$ cat config.mk
export PLATFORM = sky130hd
export DESIGN_NAME = serial_comm_unit_flat
export DESIGN_NICKNAME = d
export VERILOG_FILES = /design/src/design/sync_serial_pkg.sv /design/src/design/sync_serial_link_if.sv /design/src/design/serial_comm_unit.sv /design/src/flat_wrapper.sv
export SDC_FILE = /design/constraint.sdc
export NUM_CORES = 1
export LEC_CHECK = 0
export ABC_AREA = 1
export BUFFER_PORTS_ARGS = -buffer_cell sky130_fd_sc_hd__clkbuf_2
export CAP_MARGIN = 20
export CORE_ASPECT_RATIO = 0.5
export CORE_MARGIN = 8
export CORE_UTILIZATION = 53
export CTS_CLUSTER_DIAMETER = 80
export CTS_CLUSTER_SIZE = 40
export DETAILED_ROUTE_END_ITERATION = 6
export GPL_TIMING_DRIVEN = 0
export PLACE_DENSITY = 0.74
export SLEW_MARGIN = 20
export SYNTH_ARGS = -nofsm -noshare
export SYNTH_HDL_FRONTEND = slang
export SYNTH_SLANG_ARGS = --single-unit
$ cat constraint.sdc
create_clock -name clk_in -period 2 [get_ports clk_in]
set_clock_uncertainty 0.1 [all_clocks]
set_input_delay 0.1 -clock clk_in [delete_from_list [all_inputs] [get_ports clk_in]]
set_output_delay 0.1 -clock clk_in [all_outputs]
set_load 0.01 [all_outputs]
$ cat src/design/sync_serial_pkg.sv
// Shared constants for the clocked serial link and its two ends
package sync_serial_pkg;

   // -------------------------------------------------------------------------
   // Character format
   // -------------------------------------------------------------------------
   // Fixed character length, no parity and no multiprocessor bit
   localparam int CHAR_BITS = 8;
   localparam int BIT_IDX_W = 3;
   localparam logic [BIT_IDX_W-1:0] FIRST_BIT = 3'h0;
   localparam logic [BIT_IDX_W-1:0] LAST_BIT = 3'h7;

   // -------------------------------------------------------------------------
   // Timing
   // -------------------------------------------------------------------------
   localparam int CLK_PERIOD_NS = 40;
   // Half period of the serial clock that the device end generates
   localparam int SCLK_HALF_NS = 320;
   // Least time, so rounded up to whole cycles
   localparam int SCLK_HALF_CYCLES = (SCLK_HALF_NS + CLK_PERIOD_NS - 1) / CLK_PERIOD_NS;

   // -------------------------------------------------------------------------
   // Values after reset
   // -------------------------------------------------------------------------
   localparam logic SCLK_IDLE = 1'b1;
   localparam logic LINE_RESET = 1'b1;
   localparam logic [CHAR_BITS-1:0] CHAR_RESET = 8'h00;

endpackage

$ cat src/design/sync_serial_link_if.sv
// Link wires between the device end and the peer end of the clocked serial link
interface sync_serial_link_if;

   // Serial clock, made by the device end, idles high
   logic sclk;
   // Data from device end to peer end
   logic dev_data;
   // Data from peer end to device end
   logic peer_data;

   modport dev (
      output sclk,
      output dev_data,
      input peer_data
   );

   modport peer (
      input sclk,
      input dev_data,
      output peer_data
   );

endinterface

$ cat src/design/serial_comm_unit.sv
// Device end of the clocked serial link: clock master, full-duplex transmit and receive
//
// Notes on behaviour
// - Independent transmit and receive, one shared clock.
// - Transmit and receive both double buffered.
// - Transmit data changes on serial clock falling edges.
// - Data stable on the line at rising edge.
// - Receiver captures each bit on rising edge.
// - Characters go least significant bit first.
// - Line keeps last bit level after character.
// - Every character is exactly eight bits.
// - No parity, no multiprocessor bit added.
module serial_comm_unit #(
   parameter int HALF_CYCLES = sync_serial_pkg::SCLK_HALF_CYCLES
) (
   input wire logic clk_in,
   input wire logic rst_in,
   // Transmit side of the user port
   input wire logic [sync_serial_pkg::CHAR_BITS-1:0] tx_data_in,
   input wire logic tx_valid_in,
   output logic tx_ready_out,
   // Keep clocking frames for reception even with nothing new to send
   input wire logic rx_req_in,
   // Receive side of the user port
   output logic [sync_serial_pkg::CHAR_BITS-1:0] rx_data_out,
   output logic rx_valid_out,
   output logic busy_out,
   // Serial link
   sync_serial_link_if.dev link
);
   import sync_serial_pkg::*;

   // -------------------------------------------------------------------------
   // Declarations
   // -------------------------------------------------------------------------
   localparam int CNT_W = $clog2(HALF_CYCLES + 1);
   localparam logic [CNT_W-1:0] CNT_LAST = CNT_W'(HALF_CYCLES - 1);
   localparam logic [CNT_W-1:0] CNT_ZERO = '0;

   typedef enum logic [1:0] {
      ST_IDLE,
      ST_LOW,
      ST_HIGH
   } frame_state_t;

   frame_state_t state_q;
   frame_state_t state_d;
   logic [CNT_W-1:0] half_cnt_q;
   logic [BIT_IDX_W-1:0] bit_q;
   logic [CHAR_BITS-1:0] hold_q;
   logic hold_full_q;
   logic tx_ready_q;
   logic [CHAR_BITS-1:0] tx_sh_q;
   logic tx_act_q;
   logic txd_q;
   logic sclk_q;
   logic rx_meta_q;
   logic rx_sync_q;
   logic [CHAR_BITS-1:0] rx_sh_q;
   logic [CHAR_BITS-1:0] rx_data_q;
   logic rx_valid_q;
   logic busy_q;
   logic tick;
   logic want;
   logic fall;
   logic rise;
   logic new_frame;
   logic frame_end;
   logic accept;
   logic hold_full_d;

   // -------------------------------------------------------------------------
   // Event decode
   // -------------------------------------------------------------------------
   // A half period of the serial clock has run out
   assign tick = (half_cnt_q == CNT_LAST);
   // Another frame is wanted: new data waits, or the user asks to receive
   assign want = hold_full_q | rx_req_in;
   // Serial clock goes low: start of a frame or of the next bit
   assign fall = ((state_q == ST_IDLE) && want) ||
                 ((state_q == ST_HIGH) && tick && ((bit_q != LAST_BIT) || want));
   // Serial clock goes high: the bit on each line is taken
   assign rise = (state_q == ST_LOW) && tick;
   // First falling edge of a character, also the back-to-back case
   assign new_frame = fall && ((state_q == ST_IDLE) || (bit_q == LAST_BIT));
   // Eighth rising edge has passed and its high half is over
   assign frame_end = (state_q == ST_HIGH) && tick && (bit_q == LAST_BIT);
   // Holding buffer takes a character while its ready flag is up
   assign accept = tx_valid_in & tx_ready_q;

   // -------------------------------------------------------------------------
   // Frame sequencer
   // -------------------------------------------------------------------------
   // Next state of the clock generator
   always_comb begin
      state_d = state_q;
      unique case (state_q)
         ST_IDLE: begin
            if (fall) begin
               state_d = ST_LOW;
            end
         end
         ST_LOW: begin
            if (rise) begin
               state_d = ST_HIGH;
            end
         end
         ST_HIGH: begin
            if (fall) begin
               state_d = ST_LOW;
            end else if (frame_end) begin
               state_d = ST_IDLE;
            end
         end
      endcase
   end

   // State register and busy flag
   always_ff @(posedge clk_in) begin
      if (rst_in) begin
         state_q <= ST_IDLE;
         busy_q <= 1'b0;
      end else begin
         state_q <= state_d;
         busy_q <= (state_d != ST_IDLE);
      end
   end

   // Half period counter, restarts on every serial clock edge
   always_ff @(posedge clk_in) begin
      if (rst_in) begin
         half_cnt_q <= CNT_ZERO;
      end else if (fall || rise || (state_q == ST_IDLE)) begin
         half_cnt_q <= CNT_ZERO;
      end else begin
         half_cnt_q <= half_cnt_q + CNT_W'(1);
      end
   end

   // Bit index; wraps after exactly eight bits
   always_ff @(posedge clk_in) begin
      if (rst_in) begin
         bit_q <= FIRST_BIT;
      end else if (new_frame) begin
         bit_q <= FIRST_BIT;
      end else if (fall) begin
         bit_q <= bit_q + 3'h1;
      end
   end

   // Serial clock: one generator drives both directions at once
   always_ff @(posedge clk_in) begin
      if (rst_in) begin
         sclk_q <= SCLK_IDLE;
      end else if (fall) begin
         sclk_q <= 1'b0;
      end else if (rise) begin
         sclk_q <= 1'b1;
      end
   end

   // -------------------------------------------------------------------------
   // Transmit path
   // -------------------------------------------------------------------------
   // Holding buffer empties when a frame loads it into the shifter
   always_comb begin
      hold_full_d = hold_full_q;
      if (new_frame && hold_full_q) begin
         hold_full_d = 1'b0;
      end else if (accept) begin
         hold_full_d = 1'b1;
      end
   end

   // Holding register: the next character can be written mid-frame
   always_ff @(posedge clk_in) begin
      if (rst_in) begin
         hold_q <= CHAR_RESET;
         hold_full_q <= 1'b0;
         tx_ready_q <= 1'b1;
      end else begin
         hold_full_q <= hold_full_d;
         tx_ready_q <= ~hold_full_d;
         if (accept) begin
            hold_q <= tx_data_in;
         end
      end
   end

   // Shifter: loaded at the first falling edge; a receive-only frame sends nothing
   always_ff @(posedge clk_in) begin
      if (rst_in) begin
         tx_sh_q <= CHAR_RESET;
         tx_act_q <= 1'b0;
      end else if (new_frame) begin
         tx_act_q <= hold_full_q;
         if (hold_full_q) begin
            tx_sh_q <= hold_q;
         end
      end
   end

   // Line driver: changes only at falling edges, so it is settled for the rise
   always_ff @(posedge clk_in) begin
      if (rst_in) begin
         txd_q <= LINE_RESET;
      end else if (new_frame && hold_full_q) begin
         txd_q <= hold_q[0];
      end else if (fall && !new_frame && tx_act_q) begin
         txd_q <= tx_sh_q[bit_q + 3'h1];
      end
      // Otherwise the line keeps the last bit level
   end

   // -------------------------------------------------------------------------
   // Receive path
   // -------------------------------------------------------------------------
   // Incoming line is from the far end, so it is synchronised first.
   // Its latency is well inside half a serial period, so rise sees settled data.
   always_ff @(posedge clk_in) begin
      if (rst_in) begin
         rx_meta_q <= LINE_RESET;
         rx_sync_q <= LINE_RESET;
      end else begin
         rx_meta_q <= link.peer_data;
         rx_sync_q <= rx_meta_q;
      end
   end

   // Receive shifter: first bit ends up at the bottom
   always_ff @(posedge clk_in) begin
      if (rst_in) begin
         rx_sh_q <= CHAR_RESET;
      end else if (rise) begin
         rx_sh_q <= {rx_sync_q, rx_sh_q[CHAR_BITS-1:1]};
      end
   end

   // Receive buffer: the last character stays readable while the next shifts in
   always_ff @(posedge clk_in) begin
      if (rst_in) begin
         rx_data_q <= CHAR_RESET;
         rx_valid_q <= 1'b0;
      end else begin
         rx_valid_q <= frame_end;
         if (frame_end) begin
            rx_data_q <= rx_sh_q;
         end
      end
   end

   // -------------------------------------------------------------------------
   // Outputs
   // -------------------------------------------------------------------------
   // All straight from flip-flops
   assign tx_ready_out = tx_ready_q;
   assign rx_data_out = rx_data_q;
   assign rx_valid_out = rx_valid_q;
   assign busy_out = busy_q;
   assign link.sclk = sclk_q;
   assign link.dev_data = txd_q;

endmodule

$ cat src/flat_wrapper.sv
// flat-port wrapper written by rule: the top's interface ports become plain ports
module serial_comm_unit_flat import sync_serial_pkg::*;
#(
   parameter int HALF_CYCLES = sync_serial_pkg::SCLK_HALF_CYCLES
)
  (clk_in, rst_in, tx_data_in, tx_valid_in, tx_ready_out, rx_req_in, rx_data_out, rx_valid_out, busy_out, link_sclk, link_dev_data, link_peer_data);
  sync_serial_link_if link_i ();
  input wire logic clk_in;
  input wire logic rst_in;
  input wire logic [sync_serial_pkg::CHAR_BITS-1:0] tx_data_in;
  input wire logic tx_valid_in;
  output logic tx_ready_out;
  input wire logic rx_req_in;
  output logic [sync_serial_pkg::CHAR_BITS-1:0] rx_data_out;
  output logic rx_valid_out;
  output logic busy_out;
  output wire logic [$bits(link_i.sclk)-1:0] link_sclk;
  output wire logic [$bits(link_i.dev_data)-1:0] link_dev_data;
  input wire logic [$bits(link_i.peer_data)-1:0] link_peer_data;
  assign link_sclk = link_i.sclk;
  assign link_dev_data = link_i.dev_data;
  assign link_i.peer_data = link_peer_data;
  serial_comm_unit #(.HALF_CYCLES(HALF_CYCLES)) u_core (.clk_in(clk_in), .rst_in(rst_in), .tx_data_in(tx_data_in), .tx_valid_in(tx_valid_in), .tx_ready_out(tx_ready_out), .rx_req_in(rx_req_in), .rx_data_out(rx_data_out), .rx_valid_out(rx_valid_out), .busy_out(busy_out), .link(link_i));
endmodule
==> results of run 1 <==
-- flip-flops by register name, summed over array words and instances (netlist names) --
register and cells:
u_core.rx_sync_q 1, u_core.state_q 2, u_core.tx_sh_q 8, u_core.half_cnt_q 4
u_core.tx_act_q 1, u_core.tx_ready_out 1, u_core.busy_out 1, u_core.rx_sh_q 8
u_core.link.dev_data 1, u_core.bit_q 3, u_core.hold_q 8, u_core.hold_full_q 1
u_core.rx_meta_q 1, u_core.rx_valid_out 1, u_core.rx_data_out 8, u_core.link.sclk 1
-- worst reg2reg max path, stage by stage (launching register included) --
cell and delay (ps):
dfxtp_2 360, ha_1 200, ha_1 190, inv_1 120, nand2_1 170, nand4_1 200
nand2_1 100, inv_2 150, nand2_1 70, o21ai_1 80
-- how the worst max path moves through the flow --
stage               startpoint             endpoint  depth (start not counted)
4_1_cts        u_core.bit_q[0]   u_core.hold_full_q                          9
6_report       u_core.bit_q[0]    u_core.tx_sh_q[2]                          9
3_3_place_gp   u_core.bit_q[0]    u_core.tx_sh_q[6]                          9
5_1_grt        u_core.bit_q[0]    u_core.tx_sh_q[2]                          9
2_1_floorplan  u_core.bit_q[0]  u_core.tx_ready_out                          8
3_5_place_dp   u_core.bit_q[0]   u_core.hold_full_q                          9
-- power groups by stage --
stage	Sequential, mW	Combinational (mW)	Clock, mW
floorplan	1.12	0.238	0
global placement	1.12	0.321	0
detailed placement	1.12	0.332	0
CTS	1.10	0.352	0.711
global route	1.10	0.400	0.751
finish	1.10	0.354	0.696
-- cells in the mapped netlist (all sizes together) --
master	n
clkbuf	3
a21oi	28
nor3	2
xor2	1
dfxtp	50
nand3	10
o21ai	40
o22ai	1
nand4	4
or2	2
buf	3
ha	6
clkinv	1
nor2	15
inv	37
nand2	39
-- routing by layer --
layer	routed length, um	vias to the layer above
li1	-	865
met1	1930	769
met2	1980	28
met3	211	7
met4	62	0
met5	0	-
-- cell type report --
type | instances | area [um2] | area share (%)
tap | 51 | 63.8 | 2.70
inverter | 38 | 148 | 6.25
timing repair buffer | 36 | 235 | 9.96
multi-input combinational | 148 | 768 | 32.5
clock buffer | 6 | 72.6 | 3.07
sequential | 50 | 1000 | 42.4
buffer | 6 | 33.8 | 1.43
clock inverter | 2 | 37.5 | 1.59
-- kinds of logic after synthesis --
logic type	count (synthesis)
AND/OR/NAND/NOR	72
AO/OA/AOI/OAI	69
flip-flops	50
buffers and inverters	44
adder cells (fa/ha/maj)	6
XOR/XNOR	1
-- metrics by stage --
stage	worst slack, ps	cells
final	169	337
after global routing	41.6	337
after CTS	134	337
after detailed placement	157	318
after global placement	200	318
after floorplan	421	242
-- what timing repair did --
item                                    4_1_cts  5_1_grt
gates resized for setup                       0        1
hold endpoints to repair                     13        0
endpoints found under the setup margin        0        7
hold buffers                                 11        0
==> results.md, run 1 <==
- Sw Share: 27.2%
- Hold Path Cell Cnt: 4
- Final Hold Fails: 0
- Largest net degree at the start of global routing: 16
- Final min period: approximately 1800 ps
- IO Count: 26
- Drt drc: 0
- 1st-iter DRT viols: 52
- RSZ-0062 raised after global routing: false
- Critical path endpoint category: register
- FF-to-FF End: u_core.tx_sh_q[2]
- Total clock buffers created by CTS: 5
- # setup viols final: 0
- Initial antenna violation count: 0
- Clk root buf: clkbuf_8
- Syn Inst Count: 242
- Reg2Reg Setup Slack: 170 ps
- Dpl cell area: 2140 um2
- Largest family of logic cells by synthesized area: compound AO/OA/AOI/OAI gates
- Post-DP HPWL: 2980 um
- Post-layout util: 68.0%
- Comb power frac: 16.5%
- TNS Setup: 0 ps
- Simple-gate share of the synthesized area: 17.1%
- Commonest cells after routing, fill and taps aside: dfxtp_1 (49), nand2_1 (37), inv_1 (36)
- Vias in the first global route: 1601
- Worst Hold Launch: tx_valid_in
- Total design power: about 2.1 mW
- Worst Path Required: 2130 ps
- Ys Warns: 0
- # Max-Cap Violations: 0
- Synthesized area: 1950 um2
- Std cell rows: 15
- Min-delay worst type: primary input to register
- WHS Endpoint: u_core.tx_ready_out
- PortBufs: 25
- Worst path top cell family by delay: simple AND/OR/NAND/NOR gates
- Final WL: 4180 um
- Maximum clock frequency: 0.546 GHz
- Most Used Layer, Global Route: met2
- Area added between synthesis and finish: 21.0%
- Die area: 6000 um2
- Final Cell Area: roughly 2400 um2
- Routability cong.: a little over 0.8
- Reg2reg start: u_core.bit_q[0]
- Setup crit start kind: register
- Peak supply drop: 0.000421 V
- Met3 Use GR: slightly below 5%
- Least-Margin Pin Slew: 454 ps
- Met2 usage: 24.4%
- Antenna viol nets, final: 0
- Period utilization: between 90% and 100%
- Core ar.: 3470 um2
- Slew margin rel.: between 60 and 70%
- Worst Path Buf+Inv: 2
- CTS tree: done
- Share of the synthesized area in the top cell type: approximately half
- Outcome: complete, no violations
- Synth area leaders: dfxtp_1 (51%), o21ai_0 (7.7%), a21oi_1 (7.2%)
- Vias: 1669
- Die X: 102 um
- PD cells: 910 nW/um2
- CP Class: register to register
- Syn Nets: 261
- Starting density of the core: 56.2%
- Gr ovfl total: 0
- Clk network pwr share: between 30% and 40%
- Fillers: 307
- Slew Viols, Final: 0
- First-pass GRT wire length: 6930 um
- Clock sink count: 50
- Minimum hold slack: 174 ps
- Clk Latency, worst-skew pair: around 300 ps
- Clock slew at reported path FFs: roughly 80 ps
- Post-Synth XOR/XNOR Area: less than 1%
- Worst-path fanout max: 8
- Sequential area share after synthesis: 51.3%
- Crit path top cell by count: nand2_1
- Post-CTS Setup Inserts: 0
- Clk buf depth: 2
- Layout cells sized above 1: 16.4%
- Nets@finish: 304
- Compound-Gate Fraction of Synth Area: 18.0%
- Die H: 58.9 um
- Most common cell after layout, fill and taps aside: dfxtp_1
- CP Cell Sequence: ha_1 -> ha_1 -> inv_1 -> nand2_1 -> nand4_1 -> nand2_1 -> inv_2 -> nand2_1 -> o21ai_1
- Leading area contributor after synthesis: dfxtp_1
- Seq pwr share: 51.1%
- Mux contribution to synthesized area: 0%
- Synthesized area per cell: approximately 8 um2
- Cell-internal power: between 1.5 and 2 mW
- CP arrival: around 2000 ps
- Adder-cell share of the synthesized area: 3.85%
- Yosys cell types: 26
- DR WL/cell: 12.4 um
- H-tree level count: 2
- Diodes inserted: 0
- P_leak: 1.04 nW
- Routing usage on met1: between 10% and 20%
- Vias per std cell: 4.95
- Switching power of the nets: between 0.5 and 0.6 mW
- Slowest CP cell: dfxtp_2
- Worst R2R Path Depth: 9
- Aggregate global-route resource usage: 14.8%
- Crit-path max cell delay: ~360 ps
- Seq cells post-synth: 50
- First-pass DRT Iterations: 4
Note: power is estimated with default switching activity, not from simulation.
==> run 2: changes to the inputs <==
- CORE_UTILIZATION: 53 -> 56
- PLACE_DENSITY: 0.74 -> 0.78
==> results.md, run 2 (same netlist as run 1, synthesis figures left out) <==
- Die area: 5740 um2
- Clock slew at reported path FFs: 80 ps
- Layout cells sized above 1: 16.5%
- Clk root buf: clkbuf_8
- Setup slack after layout: 210 ps
- Commonest cells after routing, fill and taps aside: dfxtp_1 (50), nand2_1 (37), inv_1 (36)
- Crit path top cell by count: nand2_1
- CP Cell Sequence: ha_1 -> ha_1 -> inv_1 -> nand2_1 -> nand4_1 -> nand2_1 -> inv_2 -> nand2_1 -> o21ai_1
- Clk Latency, worst-skew pair: 300 ps
- Critical path endpoint category: register
- Failing checks: negative hold slack
- Vias per std cell: 4.92
- P_leak: 1.03 nW
- Slew margin rel.: about three quarters
- Final min period: roughly 1800 ps
- Sw Share: 28.1%
- PD cells: 877 nW/um2
- Min-delay worst type: primary input to register
- Vias: 1609
- Area added between synthesis and finish: 19.1%
- Setup crit start kind: register
- First-pass DRT Iterations: 4
- Largest net degree at the start of global routing: 16
- Worst Path Required: roughly 2100 ps
- Clk buf depth: 2
- Least-Margin Pin Slew: 404 ps
- Post-layout util: 68.8%
- Gr ovfl total: 0
- Starting density of the core: 57.7%
- Clk network pwr share: between 20% and 30%
- Clock sink count: 50
- CTS tree: done
- Aggregate global-route resource usage: 14.2%
- First-pass GRT wire length: 6570 um
- CP Class: register to register
- Outcome: complete, but fails checks
- H-tree level count: 2
- PortBufs: 25
- Post-place setup slack: 200 ps
- Worst-path fanout max: 8
- Diodes inserted: 0
- Post-CTS Resized: 0
- Nets@finish: 303
- Minimum hold slack: -4.54 ps
- Core ar.: 3380 um2
- Routability cong.: 0.799
- # setup viols final: 0
- Seq pwr share: between 50% and 60%
- Total clock buffers created by CTS: 5
- IO Count: 26
- Switching power of the nets: 0.572 mW
- Period utilization: 89.5%
- Die H: approximately 58 um
- Worst path top cell family by delay: simple AND/OR/NAND/NOR gates
- TNS Setup: 0 ps
- Worst Path Buf+Inv: 2
- Final WL: 3780 um
- CP arrival: 1920 ps
- Die X: roughly 99 um
- Most common cell after layout, fill and taps aside: dfxtp_1
- RSZ-0062 raised after global routing: false
- Crit-path max cell delay: around 380 ps
- DR WL/cell: 11.6 um
- Slowest CP cell: dfxtp_1
- Antenna viol nets, final: 0
- Dpl cell area: 2130 um2
- Total design power: 2.04 mW
- # Max-Cap Violations: 0
- Comb power frac: 17.0%
- Final Cell Area: 2320 um2
- Post-DP HPWL: 2700 um
- Initial antenna violation count: 0
- Final Hold Fails: 1
- Vias in the first global route: 1543
- Drt drc: 0
- Cell-internal power: 1.47 mW
- Peak supply drop: between 0.0006 and 0.0007 V
- Maximum clock frequency: 0.559 GHz
- 1st-iter DRT viols: 54
- Std cell rows: 15
- Slew Viols, Final: 0
-- run 2: layout make-up --
| cell class | count | area (um2) |
|---|---|---|
| clock inverters | 2 | 12.5 |
| clock buffers | 6 | 82.6 |
| repair buffers | 35 | 225 |
| plain buffers | 6 | 33.8 |
| inverters | 38 | 148 |
| fillers | 286 | 1050 |
| multi-input cells | 148 | 768 |
| flip-flops and latches | 50 | 1000 |
| well taps | 42 | 52.6 |
-- run 2: worst register-to-register path, stage by stage, from the launching register on --
cell,delay [ps]
dfxtp_1,380
ha_1,220
ha_1,190
inv_1,130
nand2_1,150
nand4_1,180
nand2_1,100
inv_2,140
nand2_1,70
o21ai_1,60
-- run 2: per-layer routing --
metal,wire (um),track usage [%],up-vias
met5,0,0,-
met4,33,4.26,0
met3,151,5.25,6
met2,1840,25.6,18
met1,1760,15.4,721
li1,-,-,864
-- run 2: through the flow --
stage          cells  hold slack [ps]
3_3_place_gp     309              183
4_1_cts          327             5.90
5_1_grt          327             14.9
2_1_floorplan    242             76.8
6_report         327            -4.54
3_5_place_dp     309              196
-- run 2: path summary, 6_finish.rpt --
| path | end | slack, ps | cells after the start | from |
|---|---|---|---|---|
| max reg2reg | u_core.tx_sh_q[5] | 210 | 9 | u_core.bit_q[0] |
| max | u_core.tx_sh_q[5] | 210 | 9 | u_core.bit_q[0] |
| min | u_core.hold_q[0] | -5 | 3 | tx_data_in[0] |
| min reg2reg | u_core.rx_sync_q | 310 | 1 | u_core.rx_meta_q |
-- run 2: power groups by stage --
stage | Clock, mW | Combinational (mW) | Sequential, mW
after floorplan | 0 | 0.238 | 1.12
after global placement | 0 | 0.317 | 1.12
after detailed placement | 0 | 0.328 | 1.12
after CTS | 0.609 | 0.349 | 1.09
after global routing | 0.653 | 0.394 | 1.11
final | 0.596 | 0.347 | 1.09
-- run 2: what timing repair did --
item                      CTS  global route
hold buffers               10             0
buffers inserted            0             0
hold endpoints to repair   12             0
